### config.mk
export PLATFORM = sky130hd
export DESIGN_NAME = motor_bridge_fault_and_mode_control
export DESIGN_NICKNAME = d
export VERILOG_FILES = /design/src/bridge_ctl_pkg.sv /design/src/bridge_channel.sv /design/src/motor_bridge_fault_and_mode_control.sv
export SDC_FILE = /design/constraint.sdc
export NUM_CORES = 1
export LEC_CHECK = 0
export ABC_AREA = 1
export BUFFER_PORTS_ARGS = -buffer_cell sky130_fd_sc_hd__clkbuf_2
export CAP_MARGIN = 20
export CORE_UTILIZATION = 35
export CTS_BUF_LIST = sky130_fd_sc_hd__clkbuf_16
export CTS_CLUSTER_DIAMETER = 30
export DETAILED_ROUTE_END_ITERATION = 16
export HOLD_SLACK_MARGIN = 0.1
export REMOVE_ABC_BUFFERS = 1
export SYNTH_ARGS = -nofsm -noshare
export SYNTH_HDL_FRONTEND = slang
export SYNTH_SLANG_ARGS = --single-unit
### constraint.sdc
create_clock -name clk_sys -period 3.81 [get_ports clk_sys]
set_clock_uncertainty 0.1 [all_clocks]
set_input_delay 0.1905 -clock clk_sys [delete_from_list [all_inputs] [get_ports clk_sys]]
set_output_delay 0.1905 -clock clk_sys [all_outputs]
set_load 0.02 [all_outputs]
### src/bridge_ctl_pkg.sv
/*
 * shared types, timing constants and drive encodings for the bridge protection block.
 * assumes a single 100 MHz system clock and synchronous digital comparator inputs.
 */
package bridge_ctl_pkg;
    // ------------------------------------------------------------------
    // timing
    // ------------------------------------------------------------------
    localparam int CLK_PERIOD_NS               = 10;
    localparam int OVERCURRENT_DEGLITCH_TIME_NS = 1000;
    localparam int OVERCURRENT_RETRY_PERIOD_US = 1000;
    localparam int WAKE_TIME_US                = 150;
    localparam int CHOP_OFF_TIME_US            = 20;
    // least times round up
    localparam int OC_DEGLITCH_CYC  = (OVERCURRENT_DEGLITCH_TIME_NS + CLK_PERIOD_NS - 1)
                                      / CLK_PERIOD_NS;
    localparam int OC_RETRY_CYC     = (OVERCURRENT_RETRY_PERIOD_US * 1000 + CLK_PERIOD_NS - 1)
                                      / CLK_PERIOD_NS;
    localparam int WAKE_CYC         = (WAKE_TIME_US * 1000 + CLK_PERIOD_NS - 1) / CLK_PERIOD_NS;
    localparam int CHOP_OFF_CYC     = (CHOP_OFF_TIME_US * 1000 + CLK_PERIOD_NS - 1)
                                      / CLK_PERIOD_NS;
    localparam int CNT_W            = 20;

    // ------------------------------------------------------------------
    // types
    // ------------------------------------------------------------------
    // gate commands for one bridge: high and low side of each output
    typedef struct packed {
        logic hs1;
        logic ls1;
        logic hs2;
        logic ls2;
    } gate_t;

    // per-switch current-limit flags of one bridge
    typedef struct packed {
        logic hs1;
        logic ls1;
        logic hs2;
        logic ls2;
    } fet_limit_t;

    typedef struct packed {
        logic first;
        logic second;
    } bridge_in_t;

    localparam gate_t GATE_OFF   = 4'h0;
    localparam gate_t GATE_FWD   = 4'h9;   // hs1 + ls2
    localparam gate_t GATE_REV   = 4'h6;   // ls1 + hs2
    localparam gate_t GATE_BRAKE = 4'h5;   // ls1 + ls2
endpackage : bridge_ctl_pkg

### src/bridge_channel.sv
/*
 * one h-bridge channel: input decode, current chopping and overcurrent shutdown/retry.
 * assumes the parent gates it off while asleep, waking, hot or in lockout.
 */
module bridge_channel #(
    parameter int DEGLITCH_CYC = bridge_ctl_pkg::OC_DEGLITCH_CYC,
    parameter int RETRY_CYC    = bridge_ctl_pkg::OC_RETRY_CYC,
    parameter int OFF_CYC      = bridge_ctl_pkg::CHOP_OFF_CYC
) (
    input  wire  logic                      clk_sys,   // system clock
    input  wire  logic                      rst_b,     // async reset, low
    input  wire  logic                      run,       // bridge allowed to drive
    input  wire  bridge_ctl_pkg::bridge_in_t bin,      // host inputs
    input  wire  bridge_ctl_pkg::fet_limit_t lim,      // per-switch limit flags
    input  wire  logic                      sense_oc,  // sense-pin overcurrent
    input  wire  logic                      trip,      // sense reached trip level
    output bridge_ctl_pkg::gate_t           gate,      // gate commands
    output logic                            oc_fault   // overcurrent shutdown state
);
    localparam int W = bridge_ctl_pkg::CNT_W;
    // refuse timings the shared counter width cannot hold
    if (DEGLITCH_CYC < 1 || RETRY_CYC < 1 || OFF_CYC < 1 || DEGLITCH_CYC >= (1 << W)
        || RETRY_CYC >= (1 << W) || OFF_CYC >= (1 << W)) begin : g_bad_timing
        $error("bridge_channel: bad timing parameters");
    end

    // ------------------------------------------------------------------
    // decode and overcurrent detect
    // ------------------------------------------------------------------
    bridge_ctl_pkg::gate_t dec_gate;
    wire logic oc_now = (|lim) | sense_oc;
    wire logic [1:0] in_v = {bin.first, bin.second};
    assign dec_gate = (in_v == 2'h1) ? bridge_ctl_pkg::GATE_REV :
                      (in_v == 2'h2) ? bridge_ctl_pkg::GATE_FWD :
                      (in_v == 2'h3) ? bridge_ctl_pkg::GATE_BRAKE :
                                       bridge_ctl_pkg::GATE_OFF;

    logic [W-1:0] deg_ff, retry_ff, off_ff;
    logic         oc_ff, chop_ff;
    logic [1:0]   in_q_ff;
    wire logic in_chg  = (in_v != in_q_ff);
    wire logic deg_hit = oc_now && (deg_ff >= W'(DEGLITCH_CYC - 1));

    // deglitch, shutdown and retry; an overcurrent still present after retry restarts it
    always_ff @(posedge clk_sys or negedge rst_b) begin
        if (!rst_b) begin
            deg_ff   <= '0;
            retry_ff <= '0;
            oc_ff    <= 1'b0;
        end else if (!run) begin
            // sleep, heat and lockout wipe the protection state, timers included
            deg_ff   <= '0;
            retry_ff <= '0;
            oc_ff    <= 1'b0;
        end else if (oc_ff) begin
            deg_ff <= '0;
            if (retry_ff == W'(1)) oc_ff <= 1'b0;
            retry_ff <= retry_ff - W'(1);
        end else if (deg_hit) begin
            oc_ff    <= 1'b1;
            retry_ff <= W'(RETRY_CYC);
            deg_ff   <= '0;
        end else begin
            deg_ff <= oc_now ? deg_ff + W'(1) : '0;
        end
    end

    // chopping: brake for the off time, cut short by an input change
    always_ff @(posedge clk_sys or negedge rst_b) begin
        if (!rst_b) begin
            chop_ff <= 1'b0;
            off_ff  <= '0;
            in_q_ff <= 2'h0;
        end else begin
            in_q_ff <= in_v;
            if (!run || oc_ff || (chop_ff && (in_chg || off_ff == W'(1)))) begin
                chop_ff <= 1'b0;
                off_ff  <= '0;
            end else if (!chop_ff && trip) begin
                chop_ff <= 1'b1;
                off_ff  <= W'(OFF_CYC);
            end else if (chop_ff) off_ff <= off_ff - W'(1);
        end
    end

    // only this bridge is cut on its own overcurrent
    assign gate = (!run || oc_ff) ? bridge_ctl_pkg::GATE_OFF :
                  chop_ff         ? bridge_ctl_pkg::GATE_BRAKE : dec_gate;
    assign oc_fault = oc_ff;
endmodule : bridge_channel

### src/motor_bridge_fault_and_mode_control.sv
/*
 * top of the protection and mode logic for a dual h-bridge driver: sleep/wake,
 * thermal and undervoltage handling, fault indicator, two bridge channels.
 * assumes comparator flags (undervoltage, thermal, limits) arrive as
 * synchronous digital levels with their analog hysteresis already applied.
 */
// Function
// - deglitched overcurrent turns bridge off, flags fault
// - after retry period re-enable bridge, release fault
// - persisting overcurrent repeats the retry cycle
// - overcurrent disables only the affected bridge
// - high and low switches monitored separately
// - sense threshold counts as overcurrent too
// - over-temperature disables all bridges, flags fault
// - thermal recovery automatic after hysteresis clears
// - undervoltage disables everything, resets all state
// - resume only when supply above rising threshold
// - fault indicator low throughout undervoltage
// - active only when powered, awake, wake elapsed
// - sleep keeps all switches off
// - power-up asleep; wake after wake time high
// - fault mode disables bridge, auto recovery
// - two-input decode: coast, reverse, forward, brake
// - trip brakes for off time, input change ends
module motor_bridge_fault_and_mode_control #(
    parameter int WAKE_CYC     = bridge_ctl_pkg::WAKE_CYC,
    parameter int DEGLITCH_CYC = bridge_ctl_pkg::OC_DEGLITCH_CYC,
    parameter int RETRY_CYC    = bridge_ctl_pkg::OC_RETRY_CYC,
    parameter int OFF_CYC      = bridge_ctl_pkg::CHOP_OFF_CYC
) (
    input  wire  logic                       clk_sys,           // 100 MHz clock
    input  wire  logic                       rst_b,             // async reset, low
    input  wire  logic                       undervoltage,      // supply below lockout band
    input  wire  logic                       over_temp,         // thermal flag, hysteretic
    input  wire  logic                       sleep_request_n,   // sleep request, low
    input  wire  bridge_ctl_pkg::bridge_in_t  bridge_a_in,      // bridge a inputs
    input  wire  bridge_ctl_pkg::bridge_in_t  bridge_b_in,      // bridge b inputs
    input  wire  bridge_ctl_pkg::fet_limit_t  bridge_a_limit,   // bridge a switch limits
    input  wire  bridge_ctl_pkg::fet_limit_t  bridge_b_limit,   // bridge b switch limits
    input  wire  logic [1:0]                 bridge_sense_oc,   // sense overcurrent a/b
    input  wire  logic [1:0]                 bridge_sense_trip, // chop trip a/b
    output bridge_ctl_pkg::gate_t            bridge_a_gate,     // bridge a gates
    output bridge_ctl_pkg::gate_t            bridge_b_gate,     // bridge b gates
    output logic                             active,            // active mode flag
    output logic                             fault_indicator_n_o,  // fault pin out, always 0
    output logic                             fault_indicator_n_oe  // fault pin pull-down on
);
    localparam int W = bridge_ctl_pkg::CNT_W;
    // refuse a wake count the timer cannot hold
    if (WAKE_CYC < 1 || WAKE_CYC >= (1 << W)) begin : g_bad_wake
        $error("motor_bridge_fault_and_mode_control: bad wake count");
    end

    // ------------------------------------------------------------------
    // mode sequencing
    // ------------------------------------------------------------------
    typedef enum logic [1:0] {ST_SLEEP, ST_WAKE, ST_ACTIVE} mode_t;
    mode_t        mode_ff, nxt_mode;
    logic [W-1:0] wake_ff;
    logic         uv_ff;

    // lockout is a synchronous reset of all mode state, so it cannot be glitched mid-edge
    wire logic wake_done = (wake_ff >= W'(WAKE_CYC));
    always_comb begin
        nxt_mode = mode_ff;
        case (mode_ff)
            ST_SLEEP:  if (sleep_request_n) nxt_mode = ST_WAKE;
            ST_WAKE:   if (!sleep_request_n) nxt_mode = ST_SLEEP;
                       else if (wake_done) nxt_mode = ST_ACTIVE;
            ST_ACTIVE: if (!sleep_request_n) nxt_mode = ST_SLEEP;
            default:   nxt_mode = ST_SLEEP;
        endcase
        if (undervoltage) nxt_mode = ST_SLEEP;
    end

    // power-up enters sleep; wake timer counts only while request is high
    always_ff @(posedge clk_sys or negedge rst_b) begin
        if (!rst_b) begin
            mode_ff <= ST_SLEEP;
            wake_ff <= '0;
            uv_ff   <= 1'b1;
        end else begin
            mode_ff <= nxt_mode;
            uv_ff   <= undervoltage;
            wake_ff <= (nxt_mode == ST_WAKE && mode_ff == ST_WAKE) ? wake_ff + W'(1) :
                       (nxt_mode == ST_WAKE) ? W'(1) : '0;
        end
    end

    // ------------------------------------------------------------------
    // bridges
    // ------------------------------------------------------------------
    wire logic run = (mode_ff == ST_ACTIVE) && !over_temp && !undervoltage;
    logic [1:0] oc_fault;
    bridge_ctl_pkg::gate_t gate_a, gate_b;

    bridge_channel #(.DEGLITCH_CYC(DEGLITCH_CYC), .RETRY_CYC(RETRY_CYC), .OFF_CYC(OFF_CYC))
    u_bridge_a (
        .clk_sys  (clk_sys),
        .rst_b    (rst_b),
        .run      (run && !uv_ff),
        .bin      (bridge_a_in),
        .lim      (bridge_a_limit),
        .sense_oc (bridge_sense_oc[0]),
        .trip     (bridge_sense_trip[0]),
        .gate     (gate_a),
        .oc_fault (oc_fault[0])
    );
    bridge_channel #(.DEGLITCH_CYC(DEGLITCH_CYC), .RETRY_CYC(RETRY_CYC), .OFF_CYC(OFF_CYC))
    u_bridge_b (
        .clk_sys  (clk_sys),
        .rst_b    (rst_b),
        .run      (run && !uv_ff),
        .bin      (bridge_b_in),
        .lim      (bridge_b_limit),
        .sense_oc (bridge_sense_oc[1]),
        .trip     (bridge_sense_trip[1]),
        .gate     (gate_b),
        .oc_fault (oc_fault[1])
    );

    // ------------------------------------------------------------------
    // outputs
    // ------------------------------------------------------------------
    // gates and flag combinational so a fault cuts drive in the same cycle
    assign bridge_a_gate        = gate_a;
    assign bridge_b_gate        = gate_b;
    assign active               = run;
    assign fault_indicator_n_o  = 1'b0;
    assign fault_indicator_n_oe = undervoltage | uv_ff | over_temp | (|oc_fault);
endmodule : motor_bridge_fault_and_mode_control

==> metrics.md, run 1 <==
| Metric | Value |
|---|---|
| Layout cells sized above 1 | `7.358%` |
| CTS Hold Bufs | `7` |
| Cells after DPL | `1369` |
| WP data arrival | `2.06 ns` |
| Global route total overflow | `0` |
| Core region area | `21960 um2` |
| Max-cap viol count | `0` |
| Area delta synth->final | `16.53%` |
| Initial core utilization | `35.93%` |
| Design Power | `3.614 mW` |
| Final min period | `2.352 ns` |
| Ant diodes | `0` |
| Synth top area share | `47.58%` |
| Hold EP | `u_bridge_b.off_ff[1]$_DFFE_PN0P_` |
| CP required | `3.52 ns` |
| CP max FO | `9` |
| Drt pass-1 iters | `11` |
| Hold path startpoint | `bridge_sense_trip[1]` |
| Hold Path Depth | `3` |
| Outcome | `complete, but fails checks` |
| Setup crit end kind | `primary output` |
| GRT Overall Usage | `15.22%` |
| Root Buffer | `clkbuf_16` |
| Fmax | `425.1 MHz` |
| Die Wd | `152.1 um` |
| Failing checks | `DRC` |
| Post-synth ARST share | `100.0%` |
| Total leakage power | `4.799 nW` |
| Largest net degree at the start of global routing | `96` |
| R2R Setup Slk | `1.64 ns` |
| RSZ-0062 raised after global routing | `no` |
| CP Cell Sequence | `nor2_1 -> nand2_1 -> nor4_1 -> clkbuf_2` |
| Warning count from the yosys run | `0` |
| Pwr per Cell Area | `393.1 nW/um2` |
| Final Hold Fails | `0` |
| Area leader, netlist | `dfrtp_1` |
| Vias in the first global route | `6351` |
| Final Setup Violations | `0` |
| Final clock period utilization by the worst path | `61.74%` |
| Worst hold path class | `in2reg` |
| Final wirelength | `16.24 mm` |
| Post-CTS Setup Bufs | `0` |
| Slowest cell on crit path | `dfrtp_1` |
| Total CTS buffers | `17` |
| Post-synth EDFFs | `0` |
| Actual slew at the worst max-slew pin | `0.8583 ns` |
| Final routed DRC violation total | `2` |
| Worst r2r path cells | `6` |
| Met3 routed WL | `487 um` |
| TritonCTS clock tree | `built` |
| 1st-iter DRT viols | `293` |
| Top cells by area, synth | `dfrtp_1 48%, nand2_1 12%, nor2_1 9.5%, nand3_1 7.0%, inv_1 5.7%` |
| Initial antenna violation count | `0` |
| Final Slew Violations | `0` |
| Synth unique cells | `39` |
| Metal-1 WL | `7.879 mm` |
| Yosys reg bits | `151` |
| Final RePlAce weighted congestion | `0.8503` |
| Routed Antenna Nets | `0` |
| Netlist Area Pre-Place | `7889 um2` |
| Rows | `54` |
| Num ports | `32` |
| Max clock buf depth | `2` |
| Dominant synthesized flop cell | `dfrtp_1` |
| Register area share after synthesis | `47.91%` |
| Cell count after synthesis | `1037` |
| Number of fill cells | `2206` |
| CTS Sinks | `151` |
| Crit Reg-Reg Startpoint | `u_bridge_a.oc_fault$_DFF_PN0_` |
| H-tree levels | `4` |
| Post-route setup TNS | `0 ns` |
| Routed len/inst | `11.54 um` |
| Worst Setup Start Kind | `flip-flop` |
| Top layer in use | `met4` |
| First-pass GRT wire length | `29.12 mm` |
| Critical path class | `reg2out` |
| Die footprint | `23140 um2` |
| Routed wl met2 | `7.670 mm` |
| Finished Layout Cells | `1408` |
| Die Height | `152.1 um` |
| Fin Hold WS | `0.1198 ns` |
| Reg clk slew, reported paths | `0.06 ns` |
| Dpl hpwl | `11.63 mm` |
| Nets | `1148` |
| Critical Path Max Stage Delay | `0.49 ns` |
| I/O Buffers | `30` |
| Via density | `4.643` |
| Syn avg cell area | `7.607 um2` |
| Max VDD drop | `0.0002279 V` |
| Worst-Skew Late Latency | `0.42 ns` |
| Total number of vias | `6537` |
| Reg-to-reg endpoint | `u_bridge_a.retry_ff[6]$_DFFE_PN0P_` |
| Worst relative slew slack | `42.78%` |
| Cts repair resizes | `0` |
-- final cells by class --
type / count / area [um2] / area share, %
inverter: 122 / 457.9 / 4.982
sequential: 151 / 3780 / 41.12
clock inverter: 15 / 227.7 / 2.477
clock buffer: 17 / 425.4 / 4.628
tap: 280 / 350.3 / 3.811
timing repair buffer: 42 / 264.0 / 2.872
multi-input combinational: 781 / 3687 / 40.11
-- cells in the final DEF (no fill, tap or decap), types with 8 or more instances in the layout --
master	n
o22ai_1	8
a21oi_1	22
nand3_1	111
o21ai_0	41
inv_1	121
nand2_1	247
dfrtp_1	150
nor3_1	16
conb_1	33
ha_1	12
clkbuf_2	29
xor2_1	32
clkbuf_16	17
nand4_1	15
nor2_1	199
-- through the flow --
| stage | instance area, um2 | utilization (%) | setup WS (ns) |
|---|---|---|---|
| finish | 9193 | 41.86 | 1.458 |
| global route | 9193 | 41.86 | 1.342 |
| CTS | 9193 | 41.86 | 1.389 |
| detailed placement | 8469 | 38.57 | 1.612 |
| global placement | 8469 | 38.57 | 1.682 |
| floorplan | 7925 | - | 1.830 |
-- where the power goes --
group / switching [mW] / internal (mW)
logic: 0.0864 / 0.0375
clock network: 0.685 / 1.17
registers: 0.00952 / 1.63
total: 0.780 / 2.83
-- critical path, delay by kind of cell (launching register included) --
family | cells | cell delay (ns)
and+or+nand+nor | 3 | 0.88
DFF | 1 | 0.49
buffers and inverters | 1 | 0.27
-- synth_stat cells (7+ instances only) --
master and n:
nand2_1 247, dfrtp_1 150, ha_1 12, xor2_1 32, nand3_1 111, o21ai_0 41, inv_1 119, nor2_1 199
nand4_1 15, a21oi_1 22, nor3_1 16, buf_2 7, o22ai_1 8
-- sequential cells by signal (all words and copies together), names as in the netlist --
name / cells
uv_ff: 1
u_bridge_a.oc_fault: 1
u_bridge_b.chop_ff: 1
u_bridge_b.off_ff: 20
u_bridge_a.deg_ff: 20
u_bridge_a.off_ff: 20
u_bridge_a.in_q_ff: 2
wake_ff: 20
u_bridge_b.oc_fault: 1
u_bridge_a.retry_ff: 20
u_bridge_b.in_q_ff: 2
mode_ff: 2
u_bridge_b.deg_ff: 20
u_bridge_b.retry_ff: 20
u_bridge_a.chop_ff: 1
-- worst max-delay path by stage --
stage,from,endpoint,slack [ns]
2_1_floorplan,mode_ff[0]$_DFF_PN0_,bridge_b_gate[1],1.83
3_3_place_gp,u_bridge_a.oc_fault$_DFF_PN0_,u_bridge_a.off_ff[1]$_DFFE_PN0P_,1.68
3_5_place_dp,u_bridge_a.oc_fault$_DFF_PN0_,u_bridge_a.retry_ff[2]$_DFFE_PN0P_,1.61
4_1_cts,u_bridge_a.oc_fault$_DFF_PN0_,bridge_a_gate[3],1.39
5_1_grt,undervoltage,bridge_b_gate[1],1.34
6_report,u_bridge_a.oc_fault$_DFF_PN0_,bridge_a_gate[3],1.46
-- per-layer routing --
layer,vias to the layer above,global-route usage [%]
li1,3420,-
met3,17,2.986
met5,-,0
met1,3030,19.86
met4,0,5.005
met2,70,25.32
-- cells by family (layout without fill, tap and decap cells) --
family	Yosys count	in the layout	synth area share [%]
fa+ha+maj	12	12	1.903
simple gates	620	620	33.75
other cells	1	33	0.04754
xor+xnor	38	38	4.219
compound gates	78	78	5.297
buf+inv	137	196	6.868
flops	151	151	47.91
Power figures use the tool's default switching activity.
==> run 2: changes to the inputs <==
clock period = 2 ns   (was 3.81 ns; I/O delays follow)
==> run 2 against run 1 <==
The flow still finishes with violations (DRC). Hold slack got worse by 0.024 ns. Worst setup slack got worse by 1.4 ns. Highest routed layer unchanged. Largest power group is now registers. Final area rose by 2.5%. Critical path type unchanged.
==> metrics.md, run 2 (synthesized netlist as in run 1, its figures left out) <==
| Metric | Value |
|---|---|
| Outcome | `complete, but fails checks` |
| Failing checks | `DRC` |
| Pwr per Cell Area | `665.8 nW/um2 (+69%)` |
| Worst hold path class | `in2reg` |
| Total leakage power | `4.909 nW (+2.3%)` |
| Commonest cells after routing, fill and taps aside | `246 x nand2_1, 199 x nor2_1, 150 x dfrtp_1` |
| GRT Overall Usage | `16.10% (+0.88 points)` |
| Worst relative slew slack | `66.59% (+24 points)` |
| Max VDD drop | `0.0005253 V (+130%)` |
| 1st-iter DRT viols | `366 (+25%)` |
| Hold EP | `u_bridge_a.oc_fault$_DFF_PN0_` |
| Num ports | `32 (unchanged)` |
| H-tree levels | `4 (unchanged)` |
| Cells after DPL | `1387 (+1.3%)` |
| Slowest cell on crit path | `dfrtp_1` |
| Max-cap viol count | `0 (unchanged)` |
| Root Buffer | `clkbuf_16` |
| Final worst slack | `0.05358 ns (-1.404 ns)` |
| Fmax | `513.8 MHz` |
| Actual slew at the worst max-slew pin | `0.4974 ns (-0.3609 ns)` |
| Die Height | `152.1 um (unchanged)` |
| WP data arrival | `1.75 ns (-0.31 ns)` |
| Reg clk slew, reported paths | `0.06 ns (about the same)` |
| I/O Buffers | `30 (unchanged)` |
| Worst-Skew Late Latency | `0.42 ns (about the same)` |
| CTS Sinks | `151 (unchanged)` |
| Global route total overflow | `0 (unchanged)` |
| Nets | `1176 (+2.4%)` |
| Max clock buf depth | `2 (unchanged)` |
| Dpl hpwl | `12.22 mm (+5.0%)` |
| Final clock period utilization by the worst path | `97.32%` |
| Final routed DRC violation total | `2 (unchanged)` |
| Total CTS buffers | `17 (unchanged)` |
| Reg-to-reg endpoint | `u_bridge_a.off_ff[15]$_DFFE_PN0P_` |
| Setup crit end kind | `primary output` |
| R2R Setup Slk | `0.18 ns (-1.46 ns)` |
| Largest net degree at the start of global routing | `44 (-54%)` |
| Commonest non-fill, non-tap cell in the layout | `nand2_1` |
| Vias in the first global route | `6539 (+3.0%)` |
| CP required | `1.80 ns (-1.72 ns)` |
| First-pass GRT wire length | `30.54 mm (+4.9%)` |
| RSZ-0062 raised after global routing | `yes` |
| Worst Setup Start Kind | `flip-flop` |
| TritonCTS clock tree | `built` |
| Routed len/inst | `12.04 um (+4.4%)` |
| Critical Path Max Stage Delay | `0.39 ns (-0.10 ns)` |
| Area delta synth->final | `19.44%` |
| Core region area | `21960 um2 (unchanged)` |
| Fin Hold WS | `0.09569 ns (-0.02410 ns)` |
| Drt pass-1 iters | `11 (unchanged)` |
| Via density | `4.642 (about the same)` |
| Ant diodes | `0 (unchanged)` |
| Post-route setup TNS | `0 ns (unchanged)` |
| Finished Layout Cells | `1435 (+1.9%)` |
| CP Cell Sequence | `inv_2 -> nand2_4 -> nor2_4 -> nand2_4 -> nor2_8 -> inv_4 -> nor4_4 -> buf_4` |
| Final Hold Fails | `0 (unchanged)` |
| Total number of vias | `6661 (+1.9%)` |
| Initial antenna violation count | `0 (unchanged)` |
| Rows | `54 (unchanged)` |
| Routed Antenna Nets | `0 (unchanged)` |
| Worst r2r path cells | `8 (+2)` |
| Final wirelength | `17.28 mm (+6.4%)` |
| Hold path startpoint | `bridge_a_limit[0]` |
| Final min period | `1.946 ns` |
| Die Wd | `152.1 um (unchanged)` |
| Initial core utilization | `35.93% (unchanged)` |
| Hold Path Depth | `5 (+2)` |
| Crit-path most repeated cell | `nand2_4` |
| Final RePlAce weighted congestion | `0.8477 (-0.31%)` |
| Die footprint | `23140 um2 (unchanged)` |
| Final Setup Violations | `0 (unchanged)` |
| Fin util | `42.91% (+1.0 points)` |
| Layout cells sized above 1 | `9.177% (+1.8 points)` |
| Critical path class | `reg2out` |
| Number of fill cells | `2190 (-0.73%)` |
| CP max FO | `5 (-4)` |
| Final Slew Violations | `0 (unchanged)` |
| Pre-CTS setup slack | `0.1736 ns (-1.439 ns)` |
| Crit Reg-Reg Startpoint | `u_bridge_a.off_ff[4]$_DFFE_PN0P_` |
[run 2: cell count changes in the layout (fill, tap and decap cells not counted), moves of 4 or more]
| cell | previous run | this run |
|---|---|---|
| bufinv_16 | 5 | 1 |
| nor4_1 | 5 | 1 |
| buf_4 | 5 | 24 |
| clkbuf_2 | 29 | 25 |
| clkinv_1 | 2 | 7 |
| buf_12 | 0 | 4 |
| dlygate4sd3_1 | 7 | 13 |
[run 2: metrics by stage]
step                      power [mW]  cell area [um2]
after floorplan                3.283             7925
after global placement         3.421             8655
after global routing           6.546             9423
after CTS                      6.368             9373
after detailed placement       3.424             8655
final                          6.274             9423
[run 2: metal layers]
layer	GRT usage, %	routed length [um]	share of wire [%]
met5	0	0	0
met2	27.10	8173	47
met3	2.873	545	3.2
met4	5.879	318	1.8
met1	20.71	8241	48
[run 2: how the worst max path moves through the flow]
| stage | from | end | slack (ns) | cells after the start |
|---|---|---|---|---|
| 2_1_floorplan | mode_ff[0]$_DFF_PN0_ | u_bridge_a.off_ff[1]$_DFFE_PN0P_ | 0.08 | 9 |
| 3_3_place_gp | u_bridge_a.deg_ff[0]$_DFF_PN0_ | u_bridge_a.deg_ff[5]$_DFF_PN0_ | 0.20 | 8 |
| 3_5_place_dp | u_bridge_a.deg_ff[0]$_DFF_PN0_ | u_bridge_a.deg_ff[6]$_DFF_PN0_ | 0.17 | 8 |
| 4_1_cts | mode_ff[0]$_DFF_PN0_ | bridge_b_gate[1] | -0.03 | 8 |
| 5_1_grt | mode_ff[0]$_DFF_PN0_ | bridge_b_gate[1] | -0.04 | 8 |
| 6_report | mode_ff[0]$_DFF_PN0_ | bridge_b_gate[1] | 0.05 | 8 |
[run 2: where the power goes]
part	total [mW]	switching, mW	internal, mW
Sequential	3.12	0.0181	3.10
Clock	2.88	1.22	1.66
Combinational	0.273	0.179	0.0945
Total	6.27	1.42	4.86
[run 2: layout make-up]
class                           instances  area, um2  share of cell area, %
Clock buffer                           17      425.4                  4.515
Clock inverter                         14      95.09                  1.009
Inverter                              122      460.4                  4.886
Multi-Input combinational cell        781       3757                  39.88
Sequential cell                       151       3780                  40.11
Tap cell                              280      350.3                  3.718
Timing Repair Buffer                   70      554.3                  5.882
[run 2: what timing repair did]
action | 4_1_cts | 5_1_grt
hold buffers | 13 | 0
setup endpoints to repair | 5 | 15
pin swaps | 4 | 1
resized for setup | 9 | 14
setup buffers | 4 | 0
cloned | 0 | 0
endpoints found under the hold margin | 167 | 0
[run 2: critical path: cells and delay by family (launching register included)]
kind,cells,cell delay (ns)
DFF,1,0.39
buffers and inverters,3,0.33
and+or+nand+nor,5,0.61
==> run 3: changes to the inputs <==
MAX_ROUTING_LAYER = met4   (was not set)
clock period = 2.4 ns   (was 2 ns; I/O delays follow)
==> run 3 against run 2 <==
The flow still finishes with violations (DRC). Clock power down 9.0%. Sequential share of layout area is 0.89 points higher. Final cell count decreased by 1.1%. Flip-flop and latch count is the same. Register-to-register slack improved by 0.31 ns. Total power is 14% lower. Final area shrank 2.2%. Hold slack improved by 0.0087 ns. Die area unchanged. Critical path type unchanged.
==> metrics.md, run 3 (synthesized netlist as in run 1, its figures left out) <==
| Metric | Value |
|---|---|
| Worst-Skew Late Latency | `0.43 ns (about the same)` |
| Num ports | `32 (unchanged)` |
| First-pass GRT wire length | `29.38 mm (-3.8%)` |
| I/O Buffers | `30 (unchanged)` |
| Total leakage power | `4.826 nW (-1.7%)` |
| Reg clk slew, reported paths | `0.06 ns (about the same)` |
| Design Power | `5.422 mW (-14%)` |
| CP max FO | `5 (unchanged)` |
| Layout cells sized above 1 | `8.341% (-0.84 points)` |
| H-tree levels | `4 (unchanged)` |
| Final wirelength | `16.77 mm (-2.9%)` |
| TritonCTS clock tree | `built` |
| Max-cap viol count | `0 (unchanged)` |
| Max clock buf depth | `2 (unchanged)` |
| Commonest non-fill, non-tap cell in the layout | `nand2_1` |
| RSZ-0062 raised after global routing | `no` |
| Critical path class | `reg2out` |
| Largest net degree at the start of global routing | `68 (+55%)` |
| Final min period | `2.174 ns` |
| Number of fill cells | `2171 (-0.87%)` |
| Actual slew at the worst max-slew pin | `0.6596 ns (+0.1622 ns)` |
| Routed len/inst | `11.82 um (-1.8%)` |
| Routed Antenna Nets | `0 (unchanged)` |
| Reg-to-reg endpoint | `u_bridge_b.retry_ff[5]$_DFFE_PN0P_` |
| GRT Overall Usage | `16.00% (-0.095 points)` |
| Via density | `4.641 (about the same)` |
| Die Wd | `152.1 um (unchanged)` |
| Global route total overflow | `0 (unchanged)` |
| Post-route setup TNS | `0 ns (unchanged)` |
| Fmax | `459.9 MHz` |
| WP data arrival | `1.95 ns (+0.20 ns)` |
| Root Buffer | `clkbuf_16` |
| Hold Path Depth | `5 (unchanged)` |
| Worst Setup Start Kind | `flip-flop` |
| CTS Sinks | `151 (unchanged)` |
| Setup crit end kind | `primary output` |
| Final Hold Fails | `0 (unchanged)` |
| 1st-iter DRT viols | `351 (-4.1%)` |
| Die Height | `152.1 um (unchanged)` |
| Dpl hpwl | `12.06 mm (-1.3%)` |
| Nets | `1159 (-1.4%)` |
| Initial core utilization | `35.93% (unchanged)` |
| Max VDD drop | `0.0003850 V (-27%)` |
| Setup crit start | `mode_ff[0]$_DFF_PN0_` |
| Core region area | `21960 um2 (unchanged)` |
| Area delta synth->final | `16.86%` |
| Ant diodes | `0 (unchanged)` |
| Initial antenna violation count | `0 (unchanged)` |
| Final clock period utilization by the worst path | `90.60%` |
| Rows | `54 (unchanged)` |
| Drt pass-1 iters | `11 (unchanged)` |
| Failing checks | `DRC` |
| Worst hold path class | `in2reg` |
| Hold path startpoint | `bridge_a_limit[0]` |
| Pwr per Cell Area | `588.2 nW/um2 (-12%)` |
| Worst relative slew slack | `56.03% (-11 points)` |
| Die footprint | `23140 um2 (unchanged)` |
| Outcome | `complete, but fails checks` |
| Vias in the first global route | `6284 (-3.9%)` |
| Hold EP | `u_bridge_a.oc_fault$_DFF_PN0_` |
| Total number of vias | `6586 (-1.1%)` |
| Final Slew Violations | `0 (unchanged)` |
| Final RePlAce weighted congestion | `0.8516 (+0.46%)` |
| Commonest cells after routing, fill and taps aside | `247 x nand2_1, 199 x nor2_1, 150 x dfrtp_1` |
| Final routed DRC violation total | `2 (unchanged)` |
| R2R Setup Slk | `0.49 ns (+0.31 ns)` |
| Crit Reg-Reg Startpoint | `u_bridge_b.deg_ff[0]$_DFF_PN0_` |
| Cts repair resizes | `0 (-9)` |
| Worst r2r path cells | `11 (+3)` |
| Final Setup Violations | `0 (unchanged)` |
| Total CTS buffers | `17 (unchanged)` |
| CP required | `2.18 ns (+0.38 ns)` |
-- run 3: cell count changes in the layout (fill, tap and decap cells not counted), moves of 2 or more --
| cell | before | now |
|---|---|---|
| nor4_1 | 1 | 5 |
| nor4_4 | 3 | 0 |
| clkinv_1 | 7 | 2 |
| buf_4 | 24 | 14 |
| buf_12 | 4 | 1 |
| inv_8 | 0 | 2 |
| buf_6 | 3 | 1 |
| clkbuf_2 | 25 | 29 |
| inv_6 | 0 | 7 |
| dlygate4sd3_1 | 13 | 8 |
-- run 3: routing by layer --
layer  vias to the layer above  global-route usage (%)  wire length [um]
met1                      3038                   20.25              8187
li1                       3448                       -                 -
met5                         -                       -                 0
met3                        15                   3.100               427
met4                         0                   5.005               221
met2                        85                   25.85              7934
-- run 3: how the worst max path moves through the flow --
stage	slack, ns	endpoint	depth (start not counted)
6_report	0.23	bridge_a_gate[1]	6
5_1_grt	0.006	bridge_b_gate[3]	8
4_1_cts	0.18	bridge_a_gate[1]	6
3_5_place_dp	0.49	u_bridge_a.off_ff[15]$_DFFE_PN0P_	7
3_3_place_gp	0.55	u_bridge_a.off_ff[11]$_DFFE_PN0P_	7
2_1_floorplan	0.48	u_bridge_a.off_ff[1]$_DFFE_PN0P_	9
-- run 3: layout make-up --
cell class	count	area, um2	area share, %
clock inverters	15	156.4	1.697
repair buffers	53	361.6	3.922
well taps	280	350.3	3.800
multi-input cells	781	3687	40.00
flip-flops and latches	151	3780	41.00
inverters	122	457.9	4.967
clock buffers	17	425.4	4.615
-- run 3: critical path: stages (launching register included) --
cell,delay [ns]
dfrtp_1,0.40
inv_2,0.07
nand2_2,0.06
nor2_4,0.18
nand2_1,0.14
nor4_1,0.41
clkbuf_2,0.26
-- run 3: repair_timing --
item	in CTS	in global routing
endpoints found under the hold margin	128	0
buffers inserted	0	0
hold buffers	8	0
-- run 3: power by group --
group | switching (mW) | internal [mW] | leakage [nW]
Clock | 1.15 | 1.47 | 0.286
Combinational | 0.140 | 0.0657 | 2.52
Sequential | 0.0148 | 2.58 | 2.02
Total | 1.31 | 4.12 | 4.83
-- run 3: per-stage QoR --
stage	hold slack (ns)	instances	worst slack [ns]	instance area, um2	utilization, %
after CTS	0.1049	1419	0.1783	9219	41.98
after detailed placement	0.08390	1379	0.4895	8557	38.97
after global placement	0.08565	1379	0.5468	8557	38.97
after floorplan	-0.2756	1054	0.4799	7925	-
final	0.1044	1419	0.2257	9219	41.98
after global routing	0.1668	1419	0.005700	9219	41.98
